--- config.mk ---
export PLATFORM = sky130hd
export DESIGN_NAME = cmpb_top
export DESIGN_NICKNAME = d
export VERILOG_FILES = /design/src/hw/cmpb_sync.v /design/src/hw/cmpb_top.v
export VERILOG_INCLUDE_DIRS = /design/src /design/src/hw
export SDC_FILE = /design/constraint.sdc
export NUM_CORES = 1
export LEC_CHECK = 0
export ABC_CLOCK_PERIOD_IN_PS = 1900
export BUFFER_PORTS_ARGS = -buffer_cell sky130_fd_sc_hd__buf_2
export CAP_MARGIN = 0
export CORE_AREA = 2 2 90 92
export DETAILED_ROUTE_END_ITERATION = 8
export DIE_AREA = 0 0 92 94
export HOLD_SLACK_MARGIN = 0.08
export PLACE_DENSITY = 0.73
export REMOVE_ABC_BUFFERS = 1
export SLEW_MARGIN = 5
export SYNTH_ARGS = -nofsm -noshare
export SYNTH_HDL_FRONTEND = slang
export SYNTH_SLANG_ARGS = --single-unit
--- constraint.sdc ---
create_clock -name aclk -period 1.9 [get_ports aclk]
set_input_delay 0.475 -clock aclk [delete_from_list [all_inputs] [get_ports aclk]]
set_output_delay 0.475 -clock aclk [all_outputs]
set_load 0.05 [all_outputs]
--- src/hw/cmpb_defs.vh ---
/*
  Register map, field positions and reset values for the second
  comparator control block. Included by the design files.
*/
`ifndef CMPB_DEFS_VH
`define CMPB_DEFS_VH

// ----------------------------------------------------------------
// Register byte addresses
// ----------------------------------------------------------------
`define CMPB_CTRL_ADDR 4'h0
`define CMPB_SHARED_ADDR 4'h4
`define CMPB_PORT_ADDR 4'h8
`define CMPB_ANSEL_ADDR 4'hC

// ----------------------------------------------------------------
// Control register fields
// ----------------------------------------------------------------
`define CMPB_ENABLE_BIT 7
`define CMPB_RESULT_BIT 6
`define CMPB_PIN_DRIVE_BIT 5
`define CMPB_INVERT_BIT 4
`define CMPB_REF_SEL_BIT 2
`define CMPB_CH_HI_BIT 1
`define CMPB_CH_LO_BIT 0
`define CMPB_CTRL_WMASK 8'hB7
`define CMPB_CTRL_RESET 8'h00

// ----------------------------------------------------------------
// Shared control register fields
// ----------------------------------------------------------------
`define CMPB_MIRROR_A_BIT 7
`define CMPB_MIRROR_B_BIT 6
`define CMPB_SYNC_BIT 0
`define CMPB_SHARED_WMASK 8'h1F
`define CMPB_SHARED_RESET 8'h02

// ----------------------------------------------------------------
// Analog select reset and bus response codes
// ----------------------------------------------------------------
`define CMPB_ANSEL_RESET 8'hFF
`define CMPB_RESP_OKAY 2'b00
`define CMPB_RESP_SLVERR 2'b10

`endif

--- src/hw/cmpb_sync.v ---
/*
  Three-stage input synchroniser with agreement filter.
  Assumes asynchronous input and the aclk domain.
*/
`timescale 1ns/1ps
`default_nettype none

module cmpb_sync (
  input wire aclk,
  input wire aresetn,
  input wire async_in,
  output reg sync_out
);

  reg s1_q;
  reg s2_q;
  reg s3_q;

  // ----------------------------------------------------------------
  // Sync chain
  // ----------------------------------------------------------------
  always @(posedge aclk) begin
    if (!aresetn) begin
      s1_q <= 1'b0;
      s2_q <= 1'b0;
      s3_q <= 1'b0;
      sync_out <= 1'b0;
    end else begin
      s1_q <= async_in;
      s2_q <= s1_q;
      s3_q <= s2_q;
      if (s2_q == s3_q) begin
        sync_out <= s3_q;
      end
    end
  end

endmodule // cmpb_sync

`default_nettype wire

--- src/hw/cmpb_top.v ---
/*
  Second comparator control logic with AXI4-Lite register slave.
  Assumes analog comparator results arrive as asynchronous levels
  and that the timer clock arrives as an asynchronous level.
*/
// The register addresses and the AXI4-Lite register port were decided locally.
`timescale 1ns/1ps
`default_nettype none
`include "cmpb_defs.vh"

module cmpb_top #(
  parameter PORT_W = 8,
  parameter PIN_IDX = 0
) (
  input wire aclk,
  input wire aresetn,
  input wire [3:0] s_axi_awaddr,
  input wire s_axi_awvalid,
  output wire s_axi_awready,
  input wire [31:0] s_axi_wdata,
  input wire [3:0] s_axi_wstrb,
  input wire s_axi_wvalid,
  output wire s_axi_wready,
  output reg [1:0] s_axi_bresp,
  output reg s_axi_bvalid,
  input wire s_axi_bready,
  input wire [3:0] s_axi_araddr,
  input wire s_axi_arvalid,
  output wire s_axi_arready,
  output reg [31:0] s_axi_rdata,
  output reg [1:0] s_axi_rresp,
  output reg s_axi_rvalid,
  input wire s_axi_rready,
  input wire cmp_b_raw,
  input wire cmp_a_result,
  input wire timer_clk,
  input wire [PORT_W-1:0] port_pins,
  input wire [PORT_W-1:0] pin_direction_bit,
  output reg cmp_b_pin_out,
  output reg cmp_b_pin_oe_n,
  output reg [1:0] cmp_b_channel_select,
  output reg cmp_b_reference_select,
  output reg cmp_b_active,
  output reg cmp_b_changed
);

  reg [7:0] ctrl_q;
  reg [7:0] shared_q;
  reg [PORT_W-1:0] ansel_q;
  reg cmp_b_result_q;
  reg cmp_b_mismatch_q;
  reg tclk_prev_q;
  reg aw_q;
  reg [3:0] aw_addr_q;
  reg w_q;
  reg [31:0] w_data_q;
  reg [3:0] w_strb_q;
  wire raw_s;
  wire cmpa_s;
  wire tclk_s;
  wire [PORT_W-1:0] pins_s;
  wire cmp_b_enable;
  wire cmp_b_invert;
  wire cmp_b_sync;
  wire cmp_b_comb;
  wire tclk_fall;
  wire do_write;

  // ----------------------------------------------------------------
  // Input synchronisers
  // ----------------------------------------------------------------
  cmpb_sync u_raw (.aclk(aclk), .aresetn(aresetn), .async_in(cmp_b_raw),
    .sync_out(raw_s));
  cmpb_sync u_cmpa (.aclk(aclk), .aresetn(aresetn),
    .async_in(cmp_a_result), .sync_out(cmpa_s));
  cmpb_sync u_tclk (.aclk(aclk), .aresetn(aresetn), .async_in(timer_clk),
    .sync_out(tclk_s));

  genvar gi;
  generate
    for (gi = 0; gi < PORT_W; gi = gi + 1) begin : g_pin
      cmpb_sync u_pin (.aclk(aclk), .aresetn(aresetn),
        .async_in(port_pins[gi]), .sync_out(pins_s[gi]));
    end
  endgenerate

  assign cmp_b_enable = ctrl_q[`CMPB_ENABLE_BIT];
  assign cmp_b_invert = ctrl_q[`CMPB_INVERT_BIT];
  assign cmp_b_sync = shared_q[`CMPB_SYNC_BIT];
  assign cmp_b_comb = cmp_b_enable & (raw_s ^ cmp_b_invert);
  assign tclk_fall = tclk_prev_q & ~tclk_s;

  // ----------------------------------------------------------------
  // Comparator result
  // ----------------------------------------------------------------
  always @(posedge aclk) begin
    if (!aresetn) begin
      cmp_b_result_q <= 1'b0;
      tclk_prev_q <= 1'b0;
      cmp_b_mismatch_q <= 1'b0;
      cmp_b_changed <= 1'b0;
    end else begin
      tclk_prev_q <= tclk_s;
      if (!cmp_b_enable) begin
        cmp_b_result_q <= 1'b0;
      end else if (!cmp_b_sync || tclk_fall) begin
        cmp_b_result_q <= cmp_b_comb;
      end
      // Mismatch latch, no read side effect
      cmp_b_mismatch_q <= cmp_b_result_q;
      cmp_b_changed <= cmp_b_mismatch_q ^ cmp_b_result_q;
    end
  end

  // ----------------------------------------------------------------
  // Pin and analog controls
  // ----------------------------------------------------------------
  always @(posedge aclk) begin
    if (!aresetn) begin
      cmp_b_pin_out <= 1'b0;
      cmp_b_pin_oe_n <= 1'b1;
      cmp_b_channel_select <= 2'b00;
      cmp_b_reference_select <= 1'b0;
      cmp_b_active <= 1'b0;
    end else begin
      cmp_b_pin_out <= cmp_b_result_q;
      cmp_b_pin_oe_n <= ~(ctrl_q[`CMPB_PIN_DRIVE_BIT] & cmp_b_enable &
        ~pin_direction_bit[PIN_IDX]);
      cmp_b_channel_select <= ctrl_q[`CMPB_CH_HI_BIT:`CMPB_CH_LO_BIT];
      cmp_b_reference_select <= ctrl_q[`CMPB_REF_SEL_BIT];
      cmp_b_active <= cmp_b_enable;
    end
  end

  // ----------------------------------------------------------------
  // AXI4-Lite write
  // ----------------------------------------------------------------
  assign s_axi_awready = ~aw_q & ~s_axi_bvalid;
  assign s_axi_wready = ~w_q & ~s_axi_bvalid;
  assign do_write = aw_q & w_q & ~s_axi_bvalid;

  function [7:0] merge8;
    input [7:0] old;
    input [7:0] data;
    input [7:0] wmask;
    input en;
    begin
      merge8 = en ? ((old & ~wmask) | (data & wmask)) : old;
    end
  endfunction

  always @(posedge aclk) begin
    if (!aresetn) begin
      aw_q <= 1'b0;
      w_q <= 1'b0;
      aw_addr_q <= 4'h0;
      w_data_q <= 32'h00000000;
      w_strb_q <= 4'h0;
      s_axi_bvalid <= 1'b0;
      s_axi_bresp <= `CMPB_RESP_OKAY;
      ctrl_q <= `CMPB_CTRL_RESET;
      shared_q <= `CMPB_SHARED_RESET;
      ansel_q <= {PORT_W{1'b1}};
    end else begin
      if (s_axi_awvalid && s_axi_awready) begin
        aw_q <= 1'b1;
        aw_addr_q <= s_axi_awaddr;
      end
      if (s_axi_wvalid && s_axi_wready) begin
        w_q <= 1'b1;
        w_data_q <= s_axi_wdata;
        w_strb_q <= s_axi_wstrb;
      end
      if (do_write) begin
        aw_q <= 1'b0;
        w_q <= 1'b0;
        s_axi_bvalid <= 1'b1;
        s_axi_bresp <= `CMPB_RESP_OKAY;
        case (aw_addr_q)
          `CMPB_CTRL_ADDR: begin
            ctrl_q <= merge8(ctrl_q, w_data_q[7:0], `CMPB_CTRL_WMASK,
              w_strb_q[0]);
          end
          `CMPB_SHARED_ADDR: begin
            shared_q <= merge8(shared_q, w_data_q[7:0],
              `CMPB_SHARED_WMASK, w_strb_q[0]);
          end
          `CMPB_ANSEL_ADDR: begin
            if (w_strb_q[0]) begin
              ansel_q <= w_data_q[PORT_W-1:0];
            end
          end
          `CMPB_PORT_ADDR: begin
            s_axi_bresp <= `CMPB_RESP_OKAY;
          end
          default: begin
            s_axi_bresp <= `CMPB_RESP_SLVERR;
          end
        endcase
      end else if (s_axi_bvalid && s_axi_bready) begin
        s_axi_bvalid <= 1'b0;
      end
    end
  end

  // ----------------------------------------------------------------
  // AXI4-Lite read
  // ----------------------------------------------------------------
  assign s_axi_arready = ~s_axi_rvalid;

  always @(posedge aclk) begin
    if (!aresetn) begin
      s_axi_rvalid <= 1'b0;
      s_axi_rdata <= 32'h00000000;
      s_axi_rresp <= `CMPB_RESP_OKAY;
    end else if (s_axi_arvalid && s_axi_arready) begin
      s_axi_rvalid <= 1'b1;
      s_axi_rresp <= `CMPB_RESP_OKAY;
      s_axi_rdata <= 32'h00000000;
      case (s_axi_araddr)
        `CMPB_CTRL_ADDR: begin
          s_axi_rdata[7:0] <= (ctrl_q & `CMPB_CTRL_WMASK) |
            {1'b0, cmp_b_result_q, 6'h00};
        end
        `CMPB_SHARED_ADDR: begin
          s_axi_rdata[7:0] <= (shared_q & `CMPB_SHARED_WMASK) |
            {cmpa_s, cmp_b_result_q, 6'h00};
        end
        `CMPB_PORT_ADDR: begin
          s_axi_rdata[PORT_W-1:0] <= pins_s & ~ansel_q;
        end
        `CMPB_ANSEL_ADDR: begin
          s_axi_rdata[PORT_W-1:0] <= ansel_q;
        end
        default: begin
          s_axi_rresp <= `CMPB_RESP_SLVERR;
        end
      endcase
    end else if (s_axi_rvalid && s_axi_rready) begin
      s_axi_rvalid <= 1'b0;
    end
  end

endmodule // cmpb_top

`default_nettype wire

==> flow_summary.toml, run 1 <==
[global_routing]
grt_pass1_wl_um = 11700
grtUsageMet1_pct = 20.4
grt_max_degree = 44
antenna_found_initial = 0
gr-usage-met2_pct = 29.8
grt_most_used_layer = "met2"
grtUsageMet3_pct = 3.45
grt-ovfl-total = 0
grt_use_total_pct = 17.1
first_global_vias = 2585

[finish]
num-nets-final = 521
fillers = 700
multi_input_area_um2 = 1580
area_growth_pct = 13.5
diodes = 0
final_common_cell = "dfxtp_1"
final_cell_mix = "99 x dfxtp_1, 57 x buf_2, 42 x and2_1"
ff_latch_area_um2 = 1980
drive_gt1_share_pct = 20.0

[hold_path]
hold_path_startpoint = "pin_direction_bit[0]"
hold_class = "in -> reg"
min_to = "cmp_b_pin_oe_n"
hold_depth = 2

[power]
peakVddDrop_uv = 405
power_leakage_nw = 1.73
power.density_nw_per_um2 = 913
power_mw = 3.91

[drt]
dr.pass1.iters = 4
antenna_left = 0
drt-total-wl_um = 7110
vias = 2794
drtIter0Drc = 97
drc = 0
wire_per_inst_um = 12.7
vias_per_cell = 5.01

[worst_setup_path]
regToRegSetupSlack_ps = 100
reg2regPathDepth = 3
arrival_ps = 2080
crit_required_ps = 2180
crit_start = "aw_addr_q[0]"
worst_setup_path_end_kind = "register"
r2r_end = "ctrl_q[1]"
critPathLaunchType = "register"
r2r_start = "aw_addr_q[0]"
crit_type = "reg -> reg"
cp_max_fo = 6

[logic_synthesis]
synth_top_family_by_area = "simple AND/OR/NAND/NOR gates"
yosysUniqueCellTypes = 38
muxShareOfSynthArea_pct = 6.53
synth_fa_ha_area_share_pct = 0
synth_warnings = 0
synth_xor_xnor_area_share_pct = 0.464
synth_cells = 394
synth-simple-area-share_pct = 20.6
synth.yosys.seq_area_share_pct = 52.5
synth-compound-area-share_pct = 11.6
syn_area_um2 = 3770
synth_seq_cells = 99
avgSynthCellArea_um2 = 9.58

[sta]
grt_setup_unrepaired = "false"
skew_ps = 11.2
holdWs_ps = 295
max-slew-margin-rel_pct = 57.4
period_share_pct = 94.6
hold_violations = 0
worst_pin_slew_ps = 639
setup_viol = 0
fin_tns_setup_ps = 0
max_freq_ghz = 0.556
slew_violations = 0
fin_crit_ps = 1800

[floorplanning]
ioPinCount = 118
start_util_pct = 49.6
dieArea_um2 = 8650
row_count = 32
die_y_um = 94
coreArea_um2 = 7610
die_w_um = 92

[cts]
cts_max_path_buffers = 2
clk_latency_ps = 360
cts-root-buf = "clkbuf_8"
cts_tree = "built"
cts.sinks = 99
postCtsHoldBufs = 0
postCtsSetupRepairBufs = 0
clk_pin_slew_worst_paths_ps = 100
htree_levels = 3
cts_made_buffers = 9
cts_resized = 0

[placement]
gp_congestion = 0.817
io_buffers = 57
place_hpwl_um = 4960

[flow_run]
drv.max_cap_violation_count = 0

[outcome]
outcome = "finished clean"
[report_power, final]
part	switching, mW	internal (mW)	total [mW]
Clock	0.713	0.617	1.33
Combinational	0.284	0.120	0.403
Sequential	0.0442	2.13	2.18
Total	1.04	2.87	3.91
[Yosys cell counts]
cell type | instances | area (um2)
mux2_2 | 5 | 56.3
xnor2_1 | 1 | 8.76
nand4b_1 | 1 | 8.76
a211oi_1 | 8 | 60.1
a311oi_1 | 1 | 8.76
nand2_1 | 23 | 86.3
nor3_4 | 1 | 16.3
nor2_1 | 19 | 71.3
nor4b_1 | 1 | 8.76
a22oi_1 | 6 | 45.0
or4b_1 | 1 | 10.0
nand2b_1 | 5 | 31.3
o211ai_1 | 1 | 7.51
nor3b_2 | 1 | 12.5
buf_4 | 26 | 195
o211a_1 | 1 | 10.0
nor3b_1 | 10 | 75.1
mux2i_1 | 19 | 190
and4bb_2 | 1 | 12.5
clkbuf_1 | 16 | 60.1
conb_1 | 1 | 3.75
inv_1 | 8 | 30.0
nand3_1 | 22 | 110
a32oi_1 | 2 | 17.5
dfxtp_1 | 99 | 1980
buf_2 | 3 | 15.0
o21ai_0 | 31 | 155
nor3_1 | 3 | 15.0
buf_1 | 1 | 3.75
and4b_1 | 1 | 10.0
nor4b_2 | 1 | 15.0
clkinv_1 | 1 | 3.75
a21oi_1 | 27 | 135
nand4bb_1 | 1 | 11.3
nand3b_1 | 2 | 15.0
and2_1 | 42 | 263
nor2b_1 | 1 | 6.26
xor2_1 | 1 | 8.76
[area by class of cell]
type / instances / share of cell area (%)
clock buffer: 11 / 3.07
clock inverter: 5 / 1.49
inverter: 9 / 0.789
multi-input combinational: 265 / 37.0
sequential: 99 / 46.3
tap: 102 / 2.98
timing repair buffer: 67 / 8.41
[kinds of logic after synthesis]
logic type,Yosys count
other cells,1
mux,24
buf+inv,55
xor+xnor,2
compound gates,77
flops,99
simple gates,136
[worst max-delay path, cell delays in order (launching register included)]
cell and delay, ps:
dfxtp_1 360, or4b_1 680, nor3_4 420, mux2i_1 260
[metal layers]
metal / share of wire (%) / routed length (um)
met3: 5.1 / 361
met2: 49 / 3470
met4: 1.2 / 88
met1: 45 / 3190
met5: 0 / 0
[stage by stage]
step	worst slack, ps	std cells	util [%]	instance area (um2)
global route	44.7	558	56.3	4280
floorplan	-240	373	-	3590
detailed placement	139	542	53.7	4090
global placement	199	542	53.7	4090
CTS	110	558	56.3	4280
finish	102	558	56.3	4280
[registers in the layout (all words and copies together) (netlist names), 2 cells and up]
register and count:
g_pin.u_pin.s2_q 8, ctrl_q 6, w_data_q 8, cmp_b_channel_select 2, aw_addr_q 4, ansel_q 8
g_pin.u_pin.sync_out 8, s_axi_rdata 8, shared_q 5, g_pin.u_pin.s1_q 8, g_pin.u_pin.s3_q 8
[worst max path at each step]
stage	endpoint	slack, ps	depth (start not counted)
2_1_floorplan	w_data_q[0]	-240	3
3_3_place_gp	ctrl_q[0]	200	3
3_5_place_dp	ctrl_q[1]	140	3
4_1_cts	ctrl_q[1]	110	3
5_1_grt	ctrl_q[0]	40	3
6_report	ctrl_q[1]	100	3
Power figures use the tool's default switching activity.
==> run 2, diff against run 1 <==
--- a/config.mk
+++ b/config.mk
@@ -6,14 +6,14 @@
 export SDC_FILE = /design/constraint.sdc
 export NUM_CORES = 1
 export LEC_CHECK = 0
-export ABC_CLOCK_PERIOD_IN_PS = 1900
+export ABC_CLOCK_PERIOD_IN_PS = 2200
 export BUFFER_PORTS_ARGS = -buffer_cell sky130_fd_sc_hd__buf_2
 export CAP_MARGIN = 0
-export CORE_AREA = 2 2 90 92
+export CORE_AREA = 2 2 87 89
 export DETAILED_ROUTE_END_ITERATION = 8
-export DIE_AREA = 0 0 92 94
+export DIE_AREA = 0 0 89 91
 export HOLD_SLACK_MARGIN = 0.08
-export PLACE_DENSITY = 0.73
+export PLACE_DENSITY = 0.78
 export REMOVE_ABC_BUFFERS = 1
 export SLEW_MARGIN = 5
 export SYNTH_ARGS = -nofsm -noshare
==> constraint.sdc (replaced) <==
create_clock -name aclk -period 2.2 [get_ports aclk]
set_input_delay 0.55 -clock aclk [delete_from_list [all_inputs] [get_ports aclk]]
set_output_delay 0.55 -clock aclk [all_outputs]
set_load 0.05 [all_outputs]
==> run 2 against run 1 <==
Combinational power decreased by 14%. Wire length decreased by 3.3%. Sequential share of layout area decreased by 0.30 points. Core utilization increased by 4.1 points. Clock skew decreased by 3.4 ps. First-iteration DRC count increased by 35%. Setup slack improved by 330 ps. Total power decreased by 8.4%. Critical path type unchanged. Critical endpoint is now ctrl_q[4]. Largest power group unchanged. Highest routed layer unchanged.
==> flow_summary.toml, run 2 (same netlist as run 1, synthesis figures left out) <==
[global_routing]
antenna_found_initial = 0
grt_max_degree = 44
first_global_vias = 2583
grt-ovfl-total = 0
grt_use_total_pct = 18.1
grt_pass1_wl_um = 11600

[drt]
drtIter0Drc = 131
dr.pass1.iters = 4
vias_per_cell = 5.06
wire_per_inst_um = 12.4
drt-total-wl_um = 6870
antenna_left = 0
vias = 2796
drc = 0

[floorplanning]
dieArea_um2 = 8100
ioPinCount = 118
die_w_um = 89
die_y_um = 91
start_util_pct = 52.9
coreArea_um2 = 7140
row_count = 31

[outcome]
outcome = "finished clean"

[worst_setup_path]
reg2regPathDepth = 3
regToRegSetupSlack_ps = 430
crit_slowest_cell = "or4b_1"
cpPeakStageDelay_ps = 690
worst-path-buf-inv = 0
r2r_end = "ctrl_q[4]"
path_delay_family = "simple AND/OR/NAND/NOR gates"
crit_type = "reg -> reg"
r2r_start = "aw_addr_q[0]"
worst_setup_path_end_kind = "register"
path_cells = "or4b_1, nor3_4, mux2i_1"
arrival_ps = 2050
crit_required_ps = 2480
critPathLaunchType = "register"
cp_max_fo = 6

[flow_run]
drv.max_cap_violation_count = 0

[placement]
place_hpwl_um = 4730
io_buffers = 57
gp_congestion = 0.837

[power]
internal_power_mw = 2.70
peakVddDrop_uv = 510
combinationalPowerShare_pct = 9.6
power.density_nw_per_um2 = 832
seqPwrFrac_pct = 52.5
power_leakage_nw = 1.74
p_switching_mw = 0.884
switching_share_pct = 24.7
pwr-share-clk_pct = 37.9

[finish]
final_common_cell = "dfxtp_1"
area_growth_pct = 14.2
final_cell_mix = "99 x dfxtp_1, 57 x buf_2, 42 x and2_1"
fillers = 636
drive_gt1_share_pct = 19.8
num-nets-final = 519
diodes = 0

[sta]
period_share_pct = 80.5
fin_tns_setup_ps = 0
fin_crit_ps = 1770
skew_ps = 7.71
worst_pin_slew_ps = 627
holdWs_ps = 377
max-slew-margin-rel_pct = 58.2
slew_violations = 0
max_freq_ghz = 0.564
grt_setup_unrepaired = "false"
hold_violations = 0
setup_viol = 0

[cts]
htree_levels = 3
postCtsHoldBufs = 0
cts.sinks = 99
cts_made_buffers = 9
postCtsSetupRepairBufs = 0
cts-root-buf = "clkbuf_8"
cts_tree = "built"
clk_pin_slew_worst_paths_ps = 90
cts_max_path_buffers = 2
clk_latency_ps = 350
cts_resized = 0

[hold_path]
hold_depth = 2
hold_class = "in -> reg"
min_to = "cmp_b_pin_oe_n"
hold_path_startpoint = "pin_direction_bit[0]"
==> run 2: cell count changes in the layout (fill, tap and decap cells not counted), sizes merged <==
| cell | before | now |
|---|---|---|
| buf | 67 | 65 |
| bufinv | 1 | 3 |
| clkbuf | 11 | 10 |
| clkinvlp | 1 | 2 |
| clkinv | 4 | 2 |
==> run 2: how the worst max path moves through the flow <==
stage                          from              to  slack, ps  cells past startpoint
detailed placement     aw_addr_q[0]       ctrl_q[4]        450                      3
global placement    s_axi_araddr[2]  s_axi_rdata[1]        500                      4
floorplan              s_axi_bvalid     w_data_q[0]         60                      3
CTS                    aw_addr_q[0]       ctrl_q[4]        430                      3
global route           aw_addr_q[0]       ctrl_q[5]        340                      3
finish                 aw_addr_q[0]       ctrl_q[4]        430                      3
==> run 2: cell type report <==
type	instances	area [um2]	area share (%)
multi-input cells	265	1580	36.7
clock inverters	6	114	2.64
repair buffers	65	345	8.01
flip-flops and latches	99	1980	46.0
clock buffers	10	128	2.96
well taps	99	124	2.87
inverters	9	33.8	0.784
==> run 2: power groups by stage <==
stage | Sequential (mW) | Combinational [mW] | Clock (mW)
final | 1.88 | 0.346 | 1.36
after global routing | 1.89 | 0.374 | 1.47
after CTS | 1.88 | 0.347 | 1.38
after detailed placement | 1.92 | 0.346 | 0
after global placement | 1.92 | 0.340 | 0
after floorplan | 1.93 | 0.232 | 0
==> run 2: worst reg2reg max path: stages (launching register included) <==
cell and delay [ps]:
dfxtp_1 380, or4b_1 690, nor3_4 390, mux2i_1 240
==> run 2: per-layer routing <==
layer	part of all wire (%)	vias to the layer above	track usage, %	wire, um
li1	-	1403	-	-
met1	47	1309	23.9	3220
met2	47	68	28.3	3220
met4	2.3	0	8.83	157
met3	4.0	16	3.00	277
met5	0	-	0	0
==> run 2: through the flow <==
stage          total power [mW]  utilization [%]  instance area, um2  setup WS (ps)  cells
3_3_place_gp               2.26             57.0                4070            499    537
2_1_floorplan              2.16                -                3590           59.9    373
3_5_place_dp               2.27             57.0                4070            454    537
4_1_cts                    3.60             60.4                4310            435    553
6_report                   3.58             60.4                4310            428    553
5_1_grt                    3.73             60.4                4310            343    553
